[src/aismr_pkg.sv]
// Package of constants and types for the identity, status and input-select register bank.
//
// Overview of operation
// - The identity register is read-only: bits 2:0 hold the model code, 7:3 are reserved.
// - Every power-on reset sets status bit 7, which stays set until the host writes a 0 to it.
// - Status bit 6 reads 1 while start-up is still pending and 0 once the device can talk.
// - Status bits 5 and 4 flag the positive amplifier output near the upper and lower rail.
// - Status bits 3 and 2 flag the negative amplifier output near the upper and lower rail.
// - Status bit 1 flags a differential reference below one third of the analog supply span.
// - Status bit 0 flags a reference below the low absolute threshold, i.e. a missing one.
// - The four rail flags are live only while the rail monitor enable is set.
// - The two reference flags are live only while reference monitoring is enabled.
// - The status register sits at address 01h and resets to 80h.
// - Input select at 02h is read/write; positive select 7:4 resets to 0, negative 3:0 to 1.
// - Codes 0 to 11 select analog inputs 0 to 11, code 12 the common input; others are reserved.
// - The register read command reads and the register write command writes the registers.
package aismr_pkg;

    localparam logic [4:0] AISMR_ADDR_IDENTITY = 5'h00;
    localparam logic [4:0] AISMR_ADDR_CONDITION = 5'h01;
    localparam logic [4:0] AISMR_ADDR_INSEL = 5'h02;

    localparam logic [7:0] AISMR_CONDITION_RST = 8'h80;
    localparam logic [7:0] AISMR_INSEL_RST = 8'h01;

    localparam int AISMR_POR_BIT = 7;
    localparam int AISMR_POS_SEL_LSB = 4;
    localparam int AISMR_NEG_SEL_LSB = 0;

    localparam logic [2:0] AISMR_OP_READ = 3'h1;
    localparam logic [2:0] AISMR_OP_WRITE = 3'h2;

    localparam int AISMR_NUM_INPUTS = 13;
    localparam logic [3:0] AISMR_SEL_COMMON = 4'hc;
    localparam logic [1:0] AISMR_REF_MON_OFF = 2'h0;

    typedef enum logic [4:0] {
        AISMR_CMD_IDLE = 5'b00001,
        AISMR_CMD_RCOUNT = 5'b00010,
        AISMR_CMD_WCOUNT = 5'b00100,
        AISMR_CMD_READ = 5'b01000,
        AISMR_CMD_WRITE = 5'b10000
    } aismr_cmd_t;

    typedef struct packed {
        logic cs_n;
        logic sclk;
        logic din;
    } aismr_spi_in_t;

    typedef struct packed {
        logic valid;
        logic [7:0] data;
    } aismr_byte_t;

    typedef struct packed {
        logic pos_high;
        logic pos_low;
        logic neg_high;
        logic neg_low;
        logic ref_third;
        logic ref_missing;
    } aismr_mon_t;

endpackage

[src/aismr_spi_shift.sv]
// Serial shifter that turns the sampled serial pins into bytes and shifts reply bytes out.
module aismr_spi_shift
    import aismr_pkg::*;
(
    input wire logic core_clk,
    input wire logic sys_rst,
    input aismr_spi_in_t spi_in,
    input wire logic tx_load,
    input wire logic [7:0] tx_byte,
    output aismr_byte_t rx,
    output logic dout,
    output logic dout_oe
);

    typedef struct packed {
        logic sclk_prev;
        logic [2:0] bit_cnt;
        logic [7:0] rx_sr;
        logic [7:0] tx_sr;
        aismr_byte_t rx;
        logic dout;
        logic dout_oe;
    } aismr_shift_state_t;

    aismr_shift_state_t s;
    aismr_shift_state_t next_s;

    ////////////////////////////////////////////////////////////////////////////////

    // Input bits are taken on the falling edge, reply bits change on the rising edge.
    always_comb begin
        next_s = s;
        next_s.rx.valid = 1'b0;
        next_s.sclk_prev = spi_in.sclk;
        next_s.dout_oe = ~spi_in.cs_n;
        if (spi_in.cs_n) begin
            next_s.bit_cnt = 3'h0;
            next_s.tx_sr = 8'h00;
            next_s.dout = 1'b0;
        end else begin
            if (spi_in.sclk && !s.sclk_prev) begin
                next_s.dout = s.tx_sr[7];
                next_s.tx_sr = {s.tx_sr[6:0], 1'b0};
            end
            if (!spi_in.sclk && s.sclk_prev) begin
                next_s.rx_sr = {s.rx_sr[6:0], spi_in.din};
                next_s.bit_cnt = s.bit_cnt + 3'h1;
                if (s.bit_cnt == 3'h7) begin
                    next_s.rx.valid = 1'b1;
                    next_s.rx.data = {s.rx_sr[6:0], spi_in.din};
                end
            end
            // A load arrives while the clock is low, so it never meets a shift.
            if (tx_load) begin
                next_s.tx_sr = tx_byte;
            end
        end
    end

    always_ff @(posedge core_clk) begin
        if (sys_rst) begin
            s <= '0;
        end else begin
            s <= next_s;
        end
    end

    assign rx = s.rx;
    assign dout = s.dout;
    assign dout_oe = s.dout_oe;

endmodule

[src/aismr_regs.sv]
// Identity, condition-flag and input-select registers behind the serial register commands.
module aismr_regs
    import aismr_pkg::*;
#(
    // Arbitrary model code; the real part value is set at integration.
    parameter logic [2:0] MODEL_IDENTIFIER = 3'h2,
    // Arbitrary content of the reserved identity bits.
    parameter logic [4:0] IDENTITY_RESERVED = 5'h00
)
(
    input wire logic core_clk,
    input wire logic sys_rst,
    input aismr_spi_in_t spi_in,
    output logic dout,
    output logic dout_oe,
    input wire logic startup_pending,
    input aismr_mon_t monitor_cmp,
    input wire logic rail_monitor_enable,
    input wire logic [1:0] reference_monitor_enable,
    output logic [3:0] positive_input_select,
    output logic [3:0] negative_input_select,
    output logic [AISMR_NUM_INPUTS-1:0] positive_input_onehot,
    output logic [AISMR_NUM_INPUTS-1:0] negative_input_onehot,
    output logic power_on_flag
);

    typedef struct packed {
        aismr_cmd_t cmd;
        logic [4:0] addr;
        logic [5:0] remaining;
        logic power_on_flag;
        logic not_ready;
        aismr_mon_t flags;
        logic [7:0] insel;
        logic [AISMR_NUM_INPUTS-1:0] pos_onehot;
        logic [AISMR_NUM_INPUTS-1:0] neg_onehot;
        logic tx_load;
        logic [7:0] tx_byte;
    } aismr_regs_state_t;

    aismr_regs_state_t s;
    aismr_regs_state_t next_s;
    aismr_byte_t rx;
    logic [AISMR_NUM_INPUTS-1:0] pos_dec;
    logic [AISMR_NUM_INPUTS-1:0] neg_dec;

    ////////////////////////////////////////////////////////////////////////////////

    aismr_spi_shift u_shift (
        .core_clk(core_clk),
        .sys_rst(sys_rst),
        .spi_in(spi_in),
        .tx_load(s.tx_load),
        .tx_byte(s.tx_byte),
        .rx(rx),
        .dout(dout),
        .dout_oe(dout_oe)
    );

    ////////////////////////////////////////////////////////////////////////////////

    // Reserved select codes decode to no input at all.
    generate
        for (genvar i = 0; i < AISMR_NUM_INPUTS; i++) begin : g_sel
            assign pos_dec[i] = (s.insel[AISMR_POS_SEL_LSB +: 4] == 4'(i));
            assign neg_dec[i] = (s.insel[AISMR_NEG_SEL_LSB +: 4] == 4'(i));
        end
    endgenerate

    ////////////////////////////////////////////////////////////////////////////////

    function automatic logic [7:0] reg_value(input aismr_regs_state_t st, input logic [4:0] a);
        logic [7:0] v;
        v = 8'h00;
        case (a)
            AISMR_ADDR_IDENTITY: v = {IDENTITY_RESERVED, MODEL_IDENTIFIER};
            AISMR_ADDR_CONDITION: v = {st.power_on_flag, st.not_ready, st.flags};
            AISMR_ADDR_INSEL: v = st.insel;
            default: v = 8'h00;
        endcase
        return v;
    endfunction

    ////////////////////////////////////////////////////////////////////////////////

    always_comb begin
        next_s = s;
        next_s.tx_load = 1'b0;
        next_s.pos_onehot = pos_dec;
        next_s.neg_onehot = neg_dec;
        next_s.not_ready = startup_pending;
        // Gating here rather than at read time keeps stale comparator levels out of the flags.
        if (rail_monitor_enable) begin
            next_s.flags.pos_high = monitor_cmp.pos_high;
            next_s.flags.pos_low = monitor_cmp.pos_low;
            next_s.flags.neg_high = monitor_cmp.neg_high;
            next_s.flags.neg_low = monitor_cmp.neg_low;
        end else begin
            next_s.flags.pos_high = 1'b0;
            next_s.flags.pos_low = 1'b0;
            next_s.flags.neg_high = 1'b0;
            next_s.flags.neg_low = 1'b0;
        end
        if (reference_monitor_enable != AISMR_REF_MON_OFF) begin
            next_s.flags.ref_third = monitor_cmp.ref_third;
            next_s.flags.ref_missing = monitor_cmp.ref_missing;
        end else begin
            next_s.flags.ref_third = 1'b0;
            next_s.flags.ref_missing = 1'b0;
        end

        // Raising chip select abandons any command half way through.
        if (spi_in.cs_n) begin
            next_s.cmd = AISMR_CMD_IDLE;
        end else if (rx.valid) begin
            case (s.cmd)
                AISMR_CMD_IDLE: begin
                    next_s.addr = rx.data[4:0];
                    if (rx.data[7:5] == AISMR_OP_READ) begin
                        next_s.cmd = AISMR_CMD_RCOUNT;
                    end else if (rx.data[7:5] == AISMR_OP_WRITE) begin
                        next_s.cmd = AISMR_CMD_WCOUNT;
                    end
                end
                AISMR_CMD_RCOUNT: begin
                    next_s.remaining = 6'(rx.data[4:0]) + 6'h01;
                    next_s.cmd = AISMR_CMD_READ;
                    next_s.tx_load = 1'b1;
                    next_s.tx_byte = reg_value(s, s.addr);
                    next_s.addr = s.addr + 5'h01;
                end
                AISMR_CMD_WCOUNT: begin
                    next_s.remaining = 6'(rx.data[4:0]) + 6'h01;
                    next_s.cmd = AISMR_CMD_WRITE;
                end
                AISMR_CMD_READ: begin
                    next_s.remaining = s.remaining - 6'h01;
                    if (s.remaining == 6'h01) begin
                        next_s.cmd = AISMR_CMD_IDLE;
                    end else begin
                        next_s.tx_load = 1'b1;
                        next_s.tx_byte = reg_value(s, s.addr);
                        next_s.addr = s.addr + 5'h01;
                    end
                end
                AISMR_CMD_WRITE: begin
                    next_s.remaining = s.remaining - 6'h01;
                    next_s.addr = s.addr + 5'h01;
                    if (s.remaining == 6'h01) begin
                        next_s.cmd = AISMR_CMD_IDLE;
                    end
                    // Identity writes fall through to the default and change nothing.
                    case (s.addr)
                        AISMR_ADDR_CONDITION: begin
                            if (!rx.data[AISMR_POR_BIT]) begin
                                next_s.power_on_flag = 1'b0;
                            end
                        end
                        AISMR_ADDR_INSEL: next_s.insel = rx.data;
                        default: next_s.insel = s.insel;
                    endcase
                end
                default: next_s.cmd = AISMR_CMD_IDLE;
            endcase
        end
    end

    always_ff @(posedge core_clk) begin
        if (sys_rst) begin
            s <= '0;
            s.cmd <= AISMR_CMD_IDLE;
            s.power_on_flag <= AISMR_CONDITION_RST[AISMR_POR_BIT];
            s.insel <= AISMR_INSEL_RST;
        end else begin
            s <= next_s;
        end
    end

    assign positive_input_select = s.insel[AISMR_POS_SEL_LSB +: 4];
    assign negative_input_select = s.insel[AISMR_NEG_SEL_LSB +: 4];
    assign positive_input_onehot = s.pos_onehot;
    assign negative_input_onehot = s.neg_onehot;
    assign power_on_flag = s.power_on_flag;

endmodule

[config.mk]
export PLATFORM = sky130hd
export DESIGN_NAME = aismr_regs
export DESIGN_NICKNAME = d
export VERILOG_FILES = /design/src/aismr_pkg.sv /design/src/aismr_spi_shift.sv /design/src/aismr_regs.sv
export SDC_FILE = /design/constraint.sdc
export NUM_CORES = 1
export LEC_CHECK = 0
export ABC_AREA = 1
export BUFFER_PORTS_ARGS = -buffer_cell sky130_fd_sc_hd__buf_2
export CORE_UTILIZATION = 55
export DETAILED_ROUTE_END_ITERATION = 8
export GPL_TIMING_DRIVEN = 0
export PLACE_DENSITY_LB_ADDON = 0.08
export SYNTH_ARGS = -nofsm -noshare
export SYNTH_HDL_FRONTEND = slang
export SYNTH_SLANG_ARGS = --single-unit
export TNS_END_PERCENT = 20
[constraint.sdc]
create_clock -name core_clk -period 2.5 [get_ports core_clk]
set_clock_uncertainty 0.15 [all_clocks]
set_input_delay 0.375 -clock core_clk [delete_from_list [all_inputs] [get_ports core_clk]]
set_output_delay 0.375 -clock core_clk [all_outputs]
set_load 0.03 [all_outputs]
# Word-level counts from Yosys, hierarchy flattened
# Index checks and enable logic that the tools add are counted.
# totals
ff_bits	97
inputBits	15
out_inout_bits	37
# op_classes
n_eq_ne	38
n_mux	13
addsub	4
bitwise_logic	6
reduce_logical	28
# ops
cell	n
equality test 4 bit, second input constant	10
equality test 4 x 3 -> 1 bit, second input constant	8
case mux 8 bit (3 select lines)	1
two-way mux 5 bit	4
case mux 5 bit (4 select lines)	1
two-way mux 9 bit	2
case mux 9 bit (2 select lines)	1
equality test 4 x 2 -> 1 bit, second input constant	4
two-way mux 8 bit	2
case mux 5 bit (3 select lines)	1
case mux 6 bit (2 select lines)	1
AND reduction 4 bit	3
OR reduction 2 bit	6
equality test 5 x 1 -> 1 bit, second input constant	2
equality test 5 x 2 -> 1 bit, second input constant	2
AND reduction 3 bit	3
equality test 4 x 1 -> 1 bit, second input constant	2
logical NOT 4 bit	2
nonzero test 2 bit	4
adder 5 x 1 -> 6 bit, second input constant	1
equality test 6 x 1 -> 1 bit, second input constant	1
inverter 1 bit	6
OR reduction 3 bit	2
subtractor 6 x 1 -> 6 bit, second input constant	1
other kinds (17)	19

# Longest topological paths before layout
# logic_depth
ltp_word	4
mapped_depth	12

# Hierarchy
# From an unflattened synthesis, not the netlist that was laid out.
# unflattened
cells_unflattened	660
area_unflattened_um2	4723.3
# modules_own_cells
mod	instances	cells_per_inst	area_each_um2
aismr_regs	1	481	3393.3
aismr_spi_shift	1	179	1330.0

# Worst setup path before layout
# No wires, ideal clock.
# synth_path
path_kind	register to register
from	register s[57] in the netlist's numbering
to	register s, in the netlist positive_input_select[2]
setup_slack_ns	0.828
path_buffers	2
synth_period_minus_slack_ns	1.672
arrival_time_ns	1.403
setup_time_ns	0.119
stages_incl_launch_ff	10
path_cell_list	dfxtp_1 > inv_1 > ha_1 > clkbuf_1 > nand3_1 > inv_1 > nand2_1 > buf_2 > o21ai_1 > a21oi_1
# synth_between
elab_chain_len	2
# synth_rtl
element	line_no	rtl
start: declaration	aismr_regs.sv:41	aismr_regs_state_t s;
start signal: assignment	aismr_regs.sv:175	s <= next_s;
equality test 5 x 2 -> 1 bit	aismr_regs.sv:153	case (s.addr)
AND reduction 4 bit (no source line)	n/a	
# Every way passes these cells.
# A chain may end at the register's enable or synchronous reset.

# Worst setup path in the final report
# layout_path
from	register s[57] in the netlist's numbering
to	register s, in the netlist positive_input_select[3]
# Same word-level chain as after synthesis.

==> impl_metrics.yaml <==
detailed_routing:
  first_iter_violations: 201
  drc: 0
  wire_per_inst_um: 12.5
  routed_wl_um: 9290
  vias: 3813
  avgViaCountPerCell: 5.14
  first_pass_iters: 5
  drtAntennaViolNets: 0
worst_setup_path:
  critPathMaxStageDelay_ns: 0.36
  cp_max_fo: 10
  crit_chain: "inv_1, ha_1, clkbuf_1, nand3_1, inv_1, nand2_1, buf_2, o21ai_1, a21oi_1"
  reg2reg_from: "s[57]$_SDFFE_PP0P_"
  start_kind: "register"
  cp_common_cell: "inv_1"
  arrival_ns: 2.18
  startpoint: "s[57]$_SDFFE_PP0P_"
  crit_required_ns: 2.59
  slowest_stage: "dfxtp_1"
  endpoint_kind: "register"
  worst-setup-path-type: "reg -> reg"
logic_synthesis:
  synth-main-ff-cell: "dfxtp_1"
  synthSimpleGateAreaFrac: 0.310
  syn-num-nets: 597
  synth_xor_area_frac: 0.0141
  synth-seq-cells: 97
  syn_area_per_cell_um2: 7.61
  synth_top_cell_area_share: 0.446
  synth_compound_area_frac: 0.0847
  synthAdderAreaFrac: 0.0258
  yosysMostFrequentCell: "nand2_1"
  ys_types: 35
  synth_area_leaders: "dfxtp_1 (45%), nand2_1 (10%), nor2_1 (6.6%), buf_4 (5.9%), inv_1 (4.0%)"
  synthMuxAreaShare: 0
  synth.yosys.seq_area_share: 0.446
  synth_top_family_by_area: "simple AND/OR/NAND/NOR gates"
  ys_top_cells_by_count: "nand2_1 (118), dfxtp_1 (97), nor2_1 (77)"
  synth-edff-count: 0
  synth_area_leader_cell: "dfxtp_1"
  syn_area_um2: 4360
  synthCells: 573
  yosysWarnings: 0
  ys_async_sr_fraction: 0
sta:
  setup_slack_ns: 0.418
  worst_slew_pin_slew_ns: 0.510
  min_period_ns: 2.08
  final-setup-viol-count: 0
  max_freq_ghz: 0.480
  post-route-period-util: 0.833
  grt_setup_unrepaired: "no"
  finalSetupTns_ns: 0
  hold_viol: 0
  slew_violations: 0
  slew-limit-headroom: 0.660
finish:
  nNetsFinal: 659
  register_area_um2: 1940
  multi_input_area_um2: 1890
  n_antenna_cell: 0
  fill_cells: 716
  area_growth_pct: 12.8
  drive_gt1_frac: 0.209
power_and_ir_drop:
  ir_worst_vdd_mv: 0.303
  p_leak_nw: 2.27
  p_sw_w: 0.000630
  internal_power_w: 0.00196
  p_clk_frac: 0.360
  pwr-share-comb: 0.035
  seqPwrFrac: 0.604
  power_switching_share: 0.243
  power.density_nw_per_um2: 527
clock_tree:
  htreeDepth: 3
  ctsResizeCount: 0
  cts_tree: "done"
  clkLatencyLatePin_ns: 0.36
  clock-sinks: 97
  cts.path.max_buffers: 2
  ctsHoldBuffers: 0
  path_clk_slew_ns: 0.10
  cts_setup_buffers: 0
  numCtsBuffers: 9
  root_buffer: "clkbuf_8"
floorplanning:
  die_w_um: 91.0
  fp.dieH_um: 91.0
  initial_core_util: 0.567
  coreArea_um2: 7690
  pin_count: 52
  rows: 32
  dieArea_um2: 8280
global_routing:
  antenna_found_initial: 0
  grt_pass1_wl_um: 15400
  grt_max_degree: 18
  grt_util_met1: 0.301
  overflow: 0
  grt-busiest-layer: "met2"
  grt_use_total: 0.233
  first_global_vias: 3366
  grt_util_met2: 0.390
  gr-usage-met3: 0.0343
placed_design:
  place_hpwl_um: 7010
  gp_congestion: 0.925
  port_buffers: 51
  dpl_worst_slack_ns: 0.485
worst_hold_path:
  hold_path.startpoint: "startup_pending"
  hp-class: "in -> reg"
run:
  maxCapViolCount: 0
run_status:
  outcome: "completed"
==> power groups by stage <==
stage | Combinational [W] | Clock (W) | Sequential [W]
finish | 0.0000921 | 0.000934 | 0.00157
global route | 0.000103 | 0.00102 | 0.00157
CTS | 0.0000917 | 0.000950 | 0.00157
detailed placement | 0.0000911 | 0 | 0.00160
global placement | 0.0000893 | 0 | 0.00160
floorplan | 0.0000543 | 0 | 0.00160
==> worst max-delay path: cells and delay by family (launching register included) <==
kind                       cells  cell delay [ns]
AOI/OAI and AO/OA              2             0.24
adders and majority gates      1             0.17
buffers and inverters          4             0.75
DFF                            1             0.36
and+or+nand+nor                2             0.29
==> state kept, by name, indices dropped and copies added (netlist names) <==
register / flops
negative_input_onehot: 13
power_on_flag: 1
u_shift.dout: 1
u_shift.dout_oe: 1
negative_input_select: 4
s: 32
positive_input_select: 4
u_shift.s: 19
u_shift.rx: 9
positive_input_onehot: 13
==> placed cells by master, fill, tap and decap left out, types with 4 or more instances in the layout <==
cell,n
nor3_1,17
inv_1,47
clkbuf_8,9
dfxtp_1,97
a311oi_1,4
nor2_4,7
nand3_1,32
ha_1,9
buf_2,60
a21oi_1,28
xor2_1,5
nand4_1,26
nand2_2,7
nand2_1,118
nor2_1,77
o21ai_0,22
buf_4,34
o21ai_1,5
clkbuf_1,5
==> kinds of logic after synthesis <==
group                    Yosys count
AND/OR/NAND/NOR                  294
flip-flops                        97
buffers and inverters            100
XOR/XNOR                           7
AO/OA/AOI/OAI                     66
adder cells (fa/ha/maj)            9
==> final cells by class <==
| type | count | area share |
|---|---|---|
| Timing Repair Buffer | 51 | 0.0519 |
| Sequential cell | 97 | 0.395 |
| Clock inverter | 6 | 0.00992 |
| Clock buffer | 10 | 0.0260 |
| Inverter | 49 | 0.0374 |
| Multi-Input combinational cell | 376 | 0.385 |
| Tap cell | 102 | 0.0260 |
| Buffer | 51 | 0.0687 |
==> final timing paths <==
check / end / slack [ns] / cells after the start
max reg2reg: positive_input_select[3]$_SDFFE_PP0P_ / 0.42 / 9
min: s[49]$_SDFF_PP0_ / 0.08 / 3
min reg2reg: u_shift.s[11]$_SDFFE_PP0P_ / 0.32 / 2
max: positive_input_select[3]$_SDFFE_PP0P_ / 0.42 / 9
==> through the flow <==
stage / std cells / total power [W] / cell area [µm²] / hold slack [ns] / util
after detailed placement: 726 / 0.00169 / 4740 / 0.308 / 0.617
after floorplan: 573 / 0.00166 / 4360 / 0.285 / -
after CTS: 742 / 0.00261 / 4920 / 0.0767 / 0.640
final: 742 / 0.00259 / 4920 / 0.0844 / 0.640
after global placement: 726 / 0.00169 / 4740 / 0.302 / 0.617
after global routing: 742 / 0.00269 / 4920 / 0.0758 / 0.640
==> routing by layer <==
layer / routed length (µm) / up-vias / share of wire
met5: 0 / - / 0
met3: 501 / 22 / 0.054
li1: - / 1958 / -
met2: 4290 / 127 / 0.46
met4: 196 / 0 / 0.021
met1: 4300 / 1706 / 0.46
(Power assumes the default switching activity.)
